$ cat src/verilog/sfs_pkg.sv
`default_nettype none
package sfs_pkg;
  // Register byte offsets
  localparam logic [7:0] CTRL_OFS   = 8'h00;
  localparam logic [7:0] PERIOD_OFS = 8'h04;
  localparam logic [7:0] TXDATA_OFS = 8'h08;
  localparam logic [7:0] STATUS_OFS = 8'h0C;
  // Control field positions
  localparam int GEN_RST_BIT  = 0;
  localparam int FS_RST_BIT   = 1;
  localparam int TX_INTM_LSB  = 2;
  localparam int RX_INTM_LSB  = 4;
  // Status field positions
  localparam int TX_EMPTY_N_BIT = 0;
  localparam int TX_ACTIVE_BIT  = 1;
  localparam int FS_RUN_BIT     = 2;
  // Widths and encodings
  localparam int PERIOD_W = 12;
  localparam int WORD_BITS = 16;
  localparam int BITCNT_W = 5;
  localparam logic [1:0] INTM_END_OF_BLOCK = 2'h1;
  localparam logic [1:0] INTM_RESET        = 2'h0;
  localparam logic [PERIOD_W-1:0] PERIOD_RESET = 12'h000;
  // Sample-rate clock ticks from frame-sync release to first frame sync
  localparam int FIRST_FS_TICKS = 8;
  localparam logic [PERIOD_W-1:0] FIRST_FS_LOAD = PERIOD_W'(FIRST_FS_TICKS - 1);
  localparam logic [31:0] WORD_RESET = 32'h0000_0000;
  localparam logic [1:0]  HTRANS_NONSEQ = 2'h2;
  typedef enum logic {TX_IDLE, TX_SHIFT} sfs_tx_state_t;
endpackage
`default_nettype wire

$ cat src/verilog/sfs_sync.sv
`timescale 1ns/1ns
`default_nettype none
module sfs_sync (
  // Clock and reset
  input  wire logic clk,
  input  wire logic nrst,
  // Asynchronous level in, filtered level out
  input  wire logic async_in,
  output var  logic level_out
);
  logic ff1_r;
  logic ff2_r;
  logic ff3_r;
  logic level_nxt;

  // Output follows only once the last two stages agree
  assign level_nxt = (ff2_r == ff3_r) ? ff3_r : level_out;

  always_ff @(posedge clk or negedge nrst) begin
    if (!nrst) begin
      ff1_r     <= 1'b0;
      ff2_r     <= 1'b0;
      ff3_r     <= 1'b0;
      level_out <= 1'b0;
    end else begin
      ff1_r     <= async_in;
      ff2_r     <= ff1_r;
      ff3_r     <= ff2_r;
      level_out <= level_nxt;
    end
  end
endmodule // sfs_sync
`default_nettype wire

$ cat src/verilog/sfs_ctrl.sv
// Functional notes
// - Frame-sync release gives its first frame sync after exactly 8 sample-rate ticks.
// - Setting frame-sync reset while generator is held in reset is ignored.
// - Clearing generator reset while frame sync runs drops frame sync first.
// - End-of-block mode raises new-block event at each frame end too.
// - Late holding-register write near word end is kept; empty flag never sticks.
`timescale 1ns/1ns
`default_nettype none
module sfs_ctrl (
  // System
  input  wire logic        SYS_CLK,
  input  wire logic        NRST,
  // AHB-Lite slave
  input  wire logic        HSEL,
  input  wire logic [31:0] HADDR,
  input  wire logic [1:0]  HTRANS,
  input  wire logic        HWRITE,
  input  wire logic [2:0]  HSIZE,
  input  wire logic [31:0] HWDATA,
  input  wire logic        HREADY,
  output var  logic        HREADYOUT,
  output var  logic [31:0] HRDATA,
  output var  logic        HRESP,
  // Serial link
  input  wire logic        SAMPLE_RATE_CLOCK,
  output var  logic        FRAME_SYNC_OUT,
  output var  logic        SERIAL_DATA_OUT,
  output var  logic        NEW_BLOCK_PULSE,
  output var  logic        TRANSMIT_SHIFT_EMPTY_N
);
  logic                          srclk_lvl;
  logic                          srclk_prev_r;
  logic                          gen_rst_n_r;
  logic                          fs_rst_n_r;
  logic                          gen_off_pend_r;
  logic [1:0]                    tx_intm_r;
  logic [1:0]                    rx_intm_r;
  logic [sfs_pkg::PERIOD_W-1:0]  period_r;
  logic [sfs_pkg::PERIOD_W-1:0]  fs_cnt_r;
  logic [sfs_pkg::WORD_BITS-1:0] thr_r;
  logic                          thr_full_r;
  logic [sfs_pkg::WORD_BITS-1:0] shift_r;
  logic [sfs_pkg::BITCNT_W-1:0]  bit_cnt_r;
  sfs_pkg::sfs_tx_state_t        tx_state_r;
  logic                          dph_wr_r;
  logic [7:0]                    dph_addr_r;

  sfs_sync u_srclk_sync (
    .clk       (SYS_CLK),
    .nrst      (NRST),
    .async_in  (SAMPLE_RATE_CLOCK),
    .level_out (srclk_lvl)
  );

  // Bus decode
  wire        acc      = HSEL & HREADY & (HTRANS == sfs_pkg::HTRANS_NONSEQ);
  wire        wr_ctrl  = dph_wr_r & (dph_addr_r == sfs_pkg::CTRL_OFS);
  wire        wr_per   = dph_wr_r & (dph_addr_r == sfs_pkg::PERIOD_OFS);
  wire        wr_thr   = dph_wr_r & (dph_addr_r == sfs_pkg::TXDATA_OFS);
  wire [7:0]  a_ofs    = {HADDR[7:2], 2'h0};
  wire        a_hit    = (HADDR[31:8] == 24'h000000);
  wire        w_gen    = HWDATA[sfs_pkg::GEN_RST_BIT];
  wire        w_fs     = HWDATA[sfs_pkg::FS_RST_BIT];

  // Sample-rate tick: rising edge of the filtered link clock, only out of reset
  wire        sr_edge  = srclk_lvl & ~srclk_prev_r;
  wire        tick     = sr_edge & gen_rst_n_r;
  wire        fs_run   = gen_rst_n_r & fs_rst_n_r;
  wire        fs_evt   = tick & fs_run & (fs_cnt_r == '0);
  wire        word_end = (tx_state_r == sfs_pkg::TX_SHIFT) & tick & (bit_cnt_r == '0);
  wire        tx_load  = fs_evt & thr_full_r;
  wire        eob_mode = (tx_intm_r == sfs_pkg::INTM_END_OF_BLOCK)
                       | (rx_intm_r == sfs_pkg::INTM_END_OF_BLOCK);

  // Control register next values
  // Stopping the generator while frame sync runs: drop frame sync now,
  // generator one cycle later, so no half frame escapes
  wire        stop_req  = wr_ctrl & ~w_gen & fs_rst_n_r;
  wire        gen_nxt   = gen_off_pend_r ? 1'b0 :
                          wr_ctrl ? (w_gen | stop_req) : gen_rst_n_r;
  // A set during the shutdown cycle would outlive the generator
  wire        fs_nxt    = wr_ctrl ? (w_fs & w_gen & gen_rst_n_r & ~gen_off_pend_r)
                                  : fs_rst_n_r;
  wire [sfs_pkg::PERIOD_W-1:0] cnt_nxt =
      ~fs_run ? sfs_pkg::FIRST_FS_LOAD :
      (tick ? ((fs_cnt_r == '0) ? period_r : fs_cnt_r - 1'b1)
            : fs_cnt_r);
  // Write that lands with the load still counts
  wire        thr_full_nxt = wr_thr | (thr_full_r & ~tx_load);

  wire [31:0] ctrl_rd = {26'h0, rx_intm_r, tx_intm_r, fs_rst_n_r, gen_rst_n_r};
  wire [31:0] stat_rd = {29'h0, fs_run, (tx_state_r == sfs_pkg::TX_SHIFT),
                         TRANSMIT_SHIFT_EMPTY_N};
  wire [31:0] rd_mux  = ~a_hit ? 32'h0000_0000 :
                        (a_ofs == sfs_pkg::CTRL_OFS)   ? ctrl_rd :
                        (a_ofs == sfs_pkg::PERIOD_OFS) ? {20'h0, period_r} :
                        (a_ofs == sfs_pkg::STATUS_OFS) ? stat_rd : 32'h0000_0000;

  always_ff @(posedge SYS_CLK or negedge NRST) begin
    if (!NRST) begin
      HREADYOUT  <= 1'b1;
      HRESP      <= 1'b0;
      HRDATA     <= sfs_pkg::WORD_RESET;
      dph_wr_r   <= 1'b0;
      dph_addr_r <= 8'h00;
    end else begin
      HREADYOUT  <= 1'b1;
      HRESP      <= 1'b0;
      dph_wr_r   <= acc & HWRITE & a_hit;
      dph_addr_r <= a_ofs;
      if (acc && !HWRITE) begin
        HRDATA <= rd_mux;
      end
    end
  end

  always_ff @(posedge SYS_CLK or negedge NRST) begin
    if (!NRST) begin
      gen_rst_n_r    <= 1'b0;
      fs_rst_n_r     <= 1'b0;
      gen_off_pend_r <= 1'b0;
      tx_intm_r      <= sfs_pkg::INTM_RESET;
      rx_intm_r      <= sfs_pkg::INTM_RESET;
      period_r       <= sfs_pkg::PERIOD_RESET;
      fs_cnt_r       <= sfs_pkg::FIRST_FS_LOAD;
      srclk_prev_r   <= 1'b0;
    end else begin
      gen_rst_n_r    <= gen_nxt;
      fs_rst_n_r     <= fs_nxt;
      gen_off_pend_r <= stop_req;
      fs_cnt_r       <= cnt_nxt;
      srclk_prev_r   <= srclk_lvl;
      if (wr_ctrl) begin
        tx_intm_r <= HWDATA[sfs_pkg::TX_INTM_LSB +: 2];
        rx_intm_r <= HWDATA[sfs_pkg::RX_INTM_LSB +: 2];
      end
      if (wr_per) begin
        period_r <= HWDATA[sfs_pkg::PERIOD_W-1:0];
      end
    end
  end

  // Transmit path: holding register feeds shifter at each frame sync while it holds a word
  always_ff @(posedge SYS_CLK or negedge NRST) begin
    if (!NRST) begin
      thr_r      <= '0;
      thr_full_r <= 1'b0;
      shift_r    <= '0;
      bit_cnt_r  <= '0;
      tx_state_r <= sfs_pkg::TX_IDLE;
    end else begin
      thr_full_r <= thr_full_nxt;
      if (wr_thr) begin
        thr_r <= HWDATA[sfs_pkg::WORD_BITS-1:0];
      end
      if (tx_load) begin
        shift_r    <= thr_r;
        bit_cnt_r  <= sfs_pkg::BITCNT_W'(sfs_pkg::WORD_BITS - 1);
        tx_state_r <= sfs_pkg::TX_SHIFT;
      end else begin
        case (tx_state_r)
          sfs_pkg::TX_SHIFT: begin
            if (!gen_rst_n_r || word_end) begin
              tx_state_r <= sfs_pkg::TX_IDLE;
            end else if (tick) begin
              shift_r   <= {shift_r[sfs_pkg::WORD_BITS-2:0], 1'b0};
              bit_cnt_r <= bit_cnt_r - 1'b1;
            end
          end
          default: tx_state_r <= sfs_pkg::TX_IDLE;
        endcase
      end
    end
  end

  // Link outputs, all registered
  always_ff @(posedge SYS_CLK or negedge NRST) begin
    if (!NRST) begin
      FRAME_SYNC_OUT         <= 1'b0;
      SERIAL_DATA_OUT        <= 1'b0;
      NEW_BLOCK_PULSE        <= 1'b0;
      TRANSMIT_SHIFT_EMPTY_N <= 1'b0;
    end else begin
      // Frame sync held for one sample-rate period
      if (fs_evt) begin
        FRAME_SYNC_OUT <= 1'b1;
      end else if (tick || !fs_run) begin
        FRAME_SYNC_OUT <= 1'b0;
      end
      SERIAL_DATA_OUT <= tx_load ? thr_r[sfs_pkg::WORD_BITS-1]
                       : (tx_state_r == sfs_pkg::TX_SHIFT) ? shift_r[sfs_pkg::WORD_BITS-1]
                       : 1'b0;
      // Frame end coincides with the next frame sync, so block 0 is announced too
      NEW_BLOCK_PULSE <= fs_evt & eob_mode;
      // Low only when nothing is held and nothing is shifting
      TRANSMIT_SHIFT_EMPTY_N <= thr_full_nxt | tx_load
                              | ((tx_state_r == sfs_pkg::TX_SHIFT) & ~word_end
                                 & gen_rst_n_r);
    end
  end

  // Checks
  logic [3:0] ticks_since_r;
  logic       first_pend_r;
  logic       fs_run_prev_r;
  always_ff @(posedge SYS_CLK or negedge NRST) begin
    if (!NRST) begin
      ticks_since_r <= 4'h0;
      first_pend_r  <= 1'b0;
      fs_run_prev_r <= 1'b0;
    end else begin
      fs_run_prev_r <= fs_run;
      first_pend_r  <= fs_run & (first_pend_r | ~fs_run_prev_r) & ~fs_evt;
      ticks_since_r <= ~fs_run ? 4'h0 : (tick & (ticks_since_r != 4'hF))
                       ? ticks_since_r + 4'h1 : ticks_since_r;
    end
  end

  first_fs_a: assert property (@(posedge SYS_CLK) disable iff (!NRST)
    fs_evt && first_pend_r |-> ticks_since_r == 4'h7)
    else $error("first frame sync not after 8 ticks");
  fs_ignore_a: assert property (@(posedge SYS_CLK) disable iff (!NRST)
    !gen_rst_n_r |-> ##1 !fs_rst_n_r)
    else $error("frame sync reset set while generator held");
  stop_order_a: assert property (@(posedge SYS_CLK) disable iff (!NRST)
    fs_run && wr_ctrl && !w_gen |=> !fs_rst_n_r && gen_rst_n_r ##1 !gen_rst_n_r)
    else $error("generator stopped before frame sync");
  new_block_a: assert property (@(posedge SYS_CLK) disable iff (!NRST)
    fs_evt && eob_mode |=> NEW_BLOCK_PULSE && FRAME_SYNC_OUT)
    else $error("missing new block event at frame end");
  late_write_a: assert property (@(posedge SYS_CLK) disable iff (!NRST)
    wr_thr |=> thr_full_r && TRANSMIT_SHIFT_EMPTY_N)
    else $error("late holding write lost or empty flag stuck");
  empty_hold_a: assert property (@(posedge SYS_CLK) disable iff (!NRST)
    word_end && thr_full_r |-> TRANSMIT_SHIFT_EMPTY_N ##1 TRANSMIT_SHIFT_EMPTY_N)
    else $error("empty flag dropped with a word still held");
  fs_period_a: assert property (@(posedge SYS_CLK) disable iff (!NRST)
    fs_evt |=> fs_cnt_r == $past(period_r))
    else $error("frame period reload wrong");
endmodule // sfs_ctrl
`default_nettype wire

$ cat config.mk
export PLATFORM = sky130hd
export DESIGN_NAME = sfs_ctrl
export DESIGN_NICKNAME = d
export VERILOG_FILES = /design/src/verilog/sfs_pkg.sv /design/src/verilog/sfs_sync.sv /design/src/verilog/sfs_ctrl.sv
export SDC_FILE = /design/constraint.sdc
export NUM_CORES = 1
export LEC_CHECK = 0
export BUFFER_PORTS_ARGS = -buffer_cell sky130_fd_sc_hd__buf_2
export CAP_MARGIN = 20
export CORE_MARGIN = 3
export CORE_UTILIZATION = 35
export CTS_CLUSTER_SIZE = 8
export DETAILED_ROUTE_END_ITERATION = 8
export GPL_ROUTABILITY_DRIVEN = 0
export MAX_ROUTING_LAYER = met4
export PLACE_DENSITY_LB_ADDON = 0.1
export SLEW_MARGIN = 0
export SYNTH_ARGS = -nofsm -noshare
export SYNTH_HDL_FRONTEND = slang
export SYNTH_SLANG_ARGS = --single-unit
$ cat constraint.sdc
create_clock -name SYS_CLK -period 5.54 [get_ports SYS_CLK]
set_clock_uncertainty 0.05 [all_clocks]
set_input_delay 1.662 -clock SYS_CLK [delete_from_list [all_inputs] [get_ports SYS_CLK]]
set_output_delay 1.662 -clock SYS_CLK [all_outputs]
set_load 0.03 [all_outputs]
### Word level (Yosys, flattened, before mapping)

Index checks and enable logic that the tools add are counted.

| storage, ports and cells | value |
|---|---|
| word-level logic and storage cells | 110 |
| bits in registers | 118 |
| output and inout port bits | 38 |

| operators by class | value |
|---|---|
| equality and inequality tests | 10 |
| reduce and logical (&&, ||, !) cells | 16 |
| add/sub/neg operators | 2 |
| bitwise gates (word level) | 34 |
| mux-type cells | 24 |

Operators with widths:

| operator | number |
|---|---|
| two-way mux 12 bit | 6 |
| two-way mux 16 bit | 4 |
| bitwise AND 1 bit | 24 |
| logical NOT 24 bit | 1 |
| two-way mux 5 bit | 4 |
| logical NOT 8 bit | 2 |
| equality test 6 x 1 -> 1 bit (second input constant) | 2 |
| equality test 6 x 2 -> 1 bit (second input constant) | 2 |
| logical NOT 12 bit | 1 |
| subtractor 12 x 1 -> 12 bit (second input constant) | 1 |
| two-way mux 1 bit | 9 |
| nonzero test 2 bit | 4 |
| logical NOT 5 bit | 1 |
| NOT 1 bit | 5 |
| OR 1 bit | 5 |
| subtractor 5 x 1 -> 5 bit (second input constant) | 1 |
| equality test 2 x 1 -> 1 bit (second input constant) | 2 |
| != test 2 bit (second input constant) | 2 |
| logical NOT 1 bit | 3 |
| two-way mux 3 bit | 1 |
| AND reduction 3 bit | 1 |
| equality test 2 bit (second input constant) | 1 |
| logical OR 1 bit | 2 |
| equality test 1 bit | 1 |
| logical AND 1 bit | 1 |

### Longest topological paths before layout

| logic depth | value |
|---|---|
| word-level depth | 11 |
| gate-level depth with buffers | 8 |

### Cells and area by module

A second synthesis with hierarchy kept.

| second synthesis, totals | value |
|---|---|
| cell total of the unflattened synthesis | 394 |
| area total of the unflattened synthesis | 4626.9 um^2 |

Modules (own cells, without submodules):

| module | seq. area each (um^2) | times used | area each (um^2) | cells each |
|---|---|---|---|---|
| sfs_ctrl | 2356.0 | 1 | 4515.6 | 389 |
| sfs_sync | 100.1 | 1 | 111.4 | 5 |

### Worst setup path before layout

OpenSTA, ideal clock, no wires.

| timing path | value |
|---|---|
| kind | input to register |
| from | input HADDR[12] |
| to | register HRDATA[2] |
| stages on the path | 4 |
| slack | 2.584 ns |
| data required time | 5.386 ns |
| setup time | 0.104 ns |
| arrival | 2.802 ns |
| path through | or4_1 > nor3_1 > nand2_1 > a221oi_1 |

| on the way | value |
|---|---|
| longest elaborated chain between the ends | 2 |

Ends and longest elaborated chain:

| item | RTL line | RTL |
|---|---|---|
| from (decl) | sfs_ctrl.sv:15 | `input wire logic [31:0] HADDR,` |
| logical NOT 24 bit | sfs_ctrl.sv:61 | `wire a_hit = (HADDR[31:8] == 24'h000000);` |
| two-way mux 12 bit | sfs_ctrl.sv:94 | `wire [31:0] rd_mux = ~a_hit ? 32'h0000_0000 :` |
| to (signal assigned) | sfs_ctrl.sv:103 | `HRDATA <= sfs_pkg::WORD_RESET;` |
| to (signal assigned) | sfs_ctrl.sv:112 | `HRDATA <= rd_mux;` |
| to (decl) | sfs_ctrl.sv:22 | `output var logic [31:0] HRDATA,` |

No other way between the ends.
A chain may end at the register's enable or synchronous reset.

### Worst setup path after layout

| timing path | value |
|---|---|
| from | input HADDR[5] |
| to | register HRDATA[9] |

| on the way | value |
|---|---|
| longest elaborated chain between the ends | 4 |
| elaborated cells on any way between the ends | 5 |
| those cells by class | eq/ne (1); mux (3); reduce/logical (1) |

Ends and longest elaborated chain:

| item | RTL line | RTL |
|---|---|---|
| equality test 6 x 1 -> 1 bit | sfs_ctrl.sv:96 | `(a_ofs == sfs_pkg::PERIOD_OFS) ? {20'h0, period_r} :` |
| two-way mux 12 bit | sfs_ctrl.sv:96 |  |
| two-way mux 12 bit (*) | sfs_ctrl.sv:95 | `(a_ofs == sfs_pkg::CTRL_OFS) ? ctrl_rd :` |
| two-way mux 12 bit (*) | sfs_ctrl.sv:94 |  |

Mark *: on every way between the ends. The rest lies on a longest branch, timed or not.

==> run_results.csv <==
group,metric,value,unit
clock_tree,cts_setup_buffers,0,
global_route,grt_pass1_vias,3125,
setup_path,slowest_stage,"or4_1",
global_route,antenna_found_initial,0,
timing,fin_ws,2.642,ns
clock_tree,clk_pin_slew_worst_paths,0.07,ns
layout,n_antenna_cell,0,
route,drtPass1Iterations,4,
setup_path,cp_data_arrival_time,3.11,ns
layout,area_growth,15.41,%
power_and_ir_drop,p_sw,0.0003696,W
route,initialDrtViolationCount,178,
timing,tightest_slew,1.028,ns
power_and_ir_drop,share_seq_of_total_power,51.0,%
route,ant_nets,0,
clock_tree,cts_resized,0,
route,drc,0,
timing,layout_min_cycle_time,2.898,ns
clock_tree,cts-buffers-inserted,9,
layout,fin_nets,533,
floorplan,ios,113,
synth,yosys_warnings,0,
synth,syn_inst,388,
setup_path,cpPeakStageDelay,0.58,ns
synth,yosysMostFrequentCell,"dfrtp_1",
setup_path,cp_cell_sequence,"buf_2 -> or4_1 -> nor3_1 -> nand4b_1 -> o21ai_0",
floorplan,die_x,121.5,um
power_and_ir_drop,pwr-share-comb,6.3,%
power_and_ir_drop,finalPower,0.001460,W
synth,async_reset_ff_share,100.0,%
floorplan,dieArea,14760,um2
floorplan,die_h,121.5,um
synth,synth-edff-count,0,
power_and_ir_drop,max-vdd-ir-drop,0.1247,mV
worst_hold_path,hold_path.class,"reg -> reg",
timing,hold_violations,0,
route,via_per_inst,4.878,
route,detail_route.wirelength,10010,um
power_and_ir_drop,leakage,2.565,nW
clock_tree,root_buffer,"clkbuf_16",
clock_tree,clockBufferDepth,2,
timing,setup_tns,0,ns
global_route,grt_overflow,0,
place,pre_cts_ws,2.269,ns
run,cap_violations,0,
outcome,outcome,"complete, no violations",
power_and_ir_drop,p_clk_share,42.7,%
worst_hold_path,hp-start,"u_srclk_sync.ff1_r",
synth,avgSynthCellArea,12.03,um2
timing,setup_viol,0,
clock_tree,clock-sinks,98,
setup_path,reg2reg_slack,3.00,ns
setup_path,timing.rr.start,"fs_cnt_r[0]",
place,post-dp-hpwl,7249,um
clock_tree,cts_tree,"done",
floorplan,rows,41,
clock_tree,clk_latency,0.35,ns
timing,maxSlewViolCount,0,
setup_path,r2r_end,"shift_r[8]",
power_and_ir_drop,swShare,25.32,%
power_and_ir_drop,internal_power,0.001090,W
timing,fin_crit_sh,52.30,%
synth,synthFlopType,"dfrtp_1",
clock_tree,htreeDepth,3,
setup_path,path_class,"in -> reg",
global_route,grt_max_degree,68,
setup_path,critPathLaunchType,"primary input",
global_route,grt_usage,14.92,%
synth,synth-seq-cells,98,
timing,max-slew-margin-rel,31.36,%
clock_tree,hold_buffers,0,
floorplan,start_util,36.41,%
synth,synth.distinct_cells,56,
setup_path,cp_max_fo,6,
timing,fmax,0.3451,GHz
synth,synth_top_cell_by_area,"dfrtp_1",
setup_path,required,5.75,ns
setup_path,critPathTopFamily,"simple AND/OR/NAND/NOR gates",
synth,yosys-top-cells-area,"dfrtp_1 (51%), mux2_2 (13%), mux2_4 (3.9%)",
timing,rsz0062_at_grt,"false",
floorplan,coreArea,12820,um2
synth,ys_seq_area_share,52.60,%
synth,yosysTopAreaCellShare,50.91,%
setup_path,path_buf_inv,1,
setup_path,endpoint_kind,"register",
worst_hold_path,whs_endpoint,"u_srclk_sync.ff2_r",
global_route,grt_first_pass_wirelength,16600,um
synth,synth_commonest_cells,"dfrtp_1 (95), mux2_2 (54), nand2_1 (35)",
synth,synthesis.area,4669,um2
setup_path,rr_worst_depth,6,
power_and_ir_drop,powerDensity,270.9,nW/um2
worst_hold_path,min_path_cells,0,
place,numPortBuffers,69,
layout,drive_gt1_share,36.52,%
route,wl_per_cell,15.84,um
route,vias,3083,
-- through the flow --
step	utilization, %	std cells	instance area, um2	hold slack (ns)
floorplan	-	408	4745	0.2812
global placement	39.59	615	5077	0.2915
detailed placement	39.59	615	5077	0.2918
CTS	41.93	631	5378	0.3174
global route	42.02	632	5389	0.3286
finish	42.02	632	5389	0.3101
-- metal layers --
| layer | vias up | part of all wire, % | GRT usage, % | routed length (um) |
|---|---|---|---|---|
| li1 | 1493 | - | - | - |
| met1 | 1514 | 47 | 20.59 | 4751 |
| met2 | 66 | 46 | 22.25 | 4654 |
| met3 | 10 | 4.6 | 2.797 | 457 |
| met4 | 0 | 1.5 | 5.042 | 146 |
| met5 | - | 0 | - | 0 |
-- cells in the final DEF (no fill, tap or decap), drive strengths merged, types with 5 or more instances in the layout --
| master | n |
|---|---|
| a21oi | 12 |
| buf | 73 |
| clkbuf | 10 |
| conb | 22 |
| dfrtp | 95 |
| inv | 8 |
| mux2 | 66 |
| mux2i | 8 |
| nand2 | 35 |
| nand3 | 10 |
| nand4b | 5 |
| nor2 | 17 |
| nor3 | 8 |
| nor4 | 8 |
| o21ai | 15 |
| o31ai | 7 |
| or4 | 5 |
-- how the worst max path moves through the flow --
stage	from	endpoint	cells past startpoint
final	HADDR[5]	HRDATA[9]	5
after global routing	HADDR[5]	HRDATA[8]	5
after CTS	HADDR[5]	HRDATA[9]	5
after detailed placement	HADDR[5]	HRDATA[9]	5
after global placement	HADDR[5]	HRDATA[8]	5
after floorplan	HADDR[12]	HRDATA[2]	4
-- power by group through the flow --
stage	clock network (W)	logic [W]	registers [W]
after floorplan	0	0.0000580	0.000756
after global placement	0	0.0000925	0.000759
after CTS	0.000646	0.0000940	0.000745
after detailed placement	0	0.0000938	0.000759
after global routing	0.000675	0.000104	0.000747
final	0.000624	0.0000916	0.000745
-- worst reg2reg max path, stage by stage (launching register included) --
cell	delay [ns]
dfstp_2	0.39
inv_1	0.10
ha_1	0.18
nor4b_4	0.47
and3_1	0.43
nand3_4	0.37
mux2_4	0.43
-- sequential cells by signal, summed over array words and instances, names as in the netlist, 2 cells and up --
name        cells
HRDATA         12
bit_cnt_r       5
dph_addr_r      6
fs_cnt_r       12
period_r       12
rx_intm_r       2
shift_r        16
thr_r          16
tx_intm_r       2
-- final cells by class --
class                      count  area (um2)
clock buffer                  10       239.0
clock inverter                 6       61.31
fill                        1259        7436
inverter                       6       22.52
multi-input combinational    267        2013
sequential                    98        2456
tap                          172       215.2
timing repair buffer          73       381.6
-- logic make-up (layout without fill, tap and decap cells) --
family,count (synthesis),in the layout,share of synthesized area (%)
DFF,98,98,52.60
other,2,22,0.1608
AOI/OAI and AO/OA,51,51,6.887
adders and majority gates,4,4,1.018
buffers and inverters,43,95,5.895
muxes,74,74,18.60
xor gates and xnor gates,4,4,0.7502
and+or+nand+nor,112,112,14.09
No activity file was read; power rests on OpenSTA's default activity.
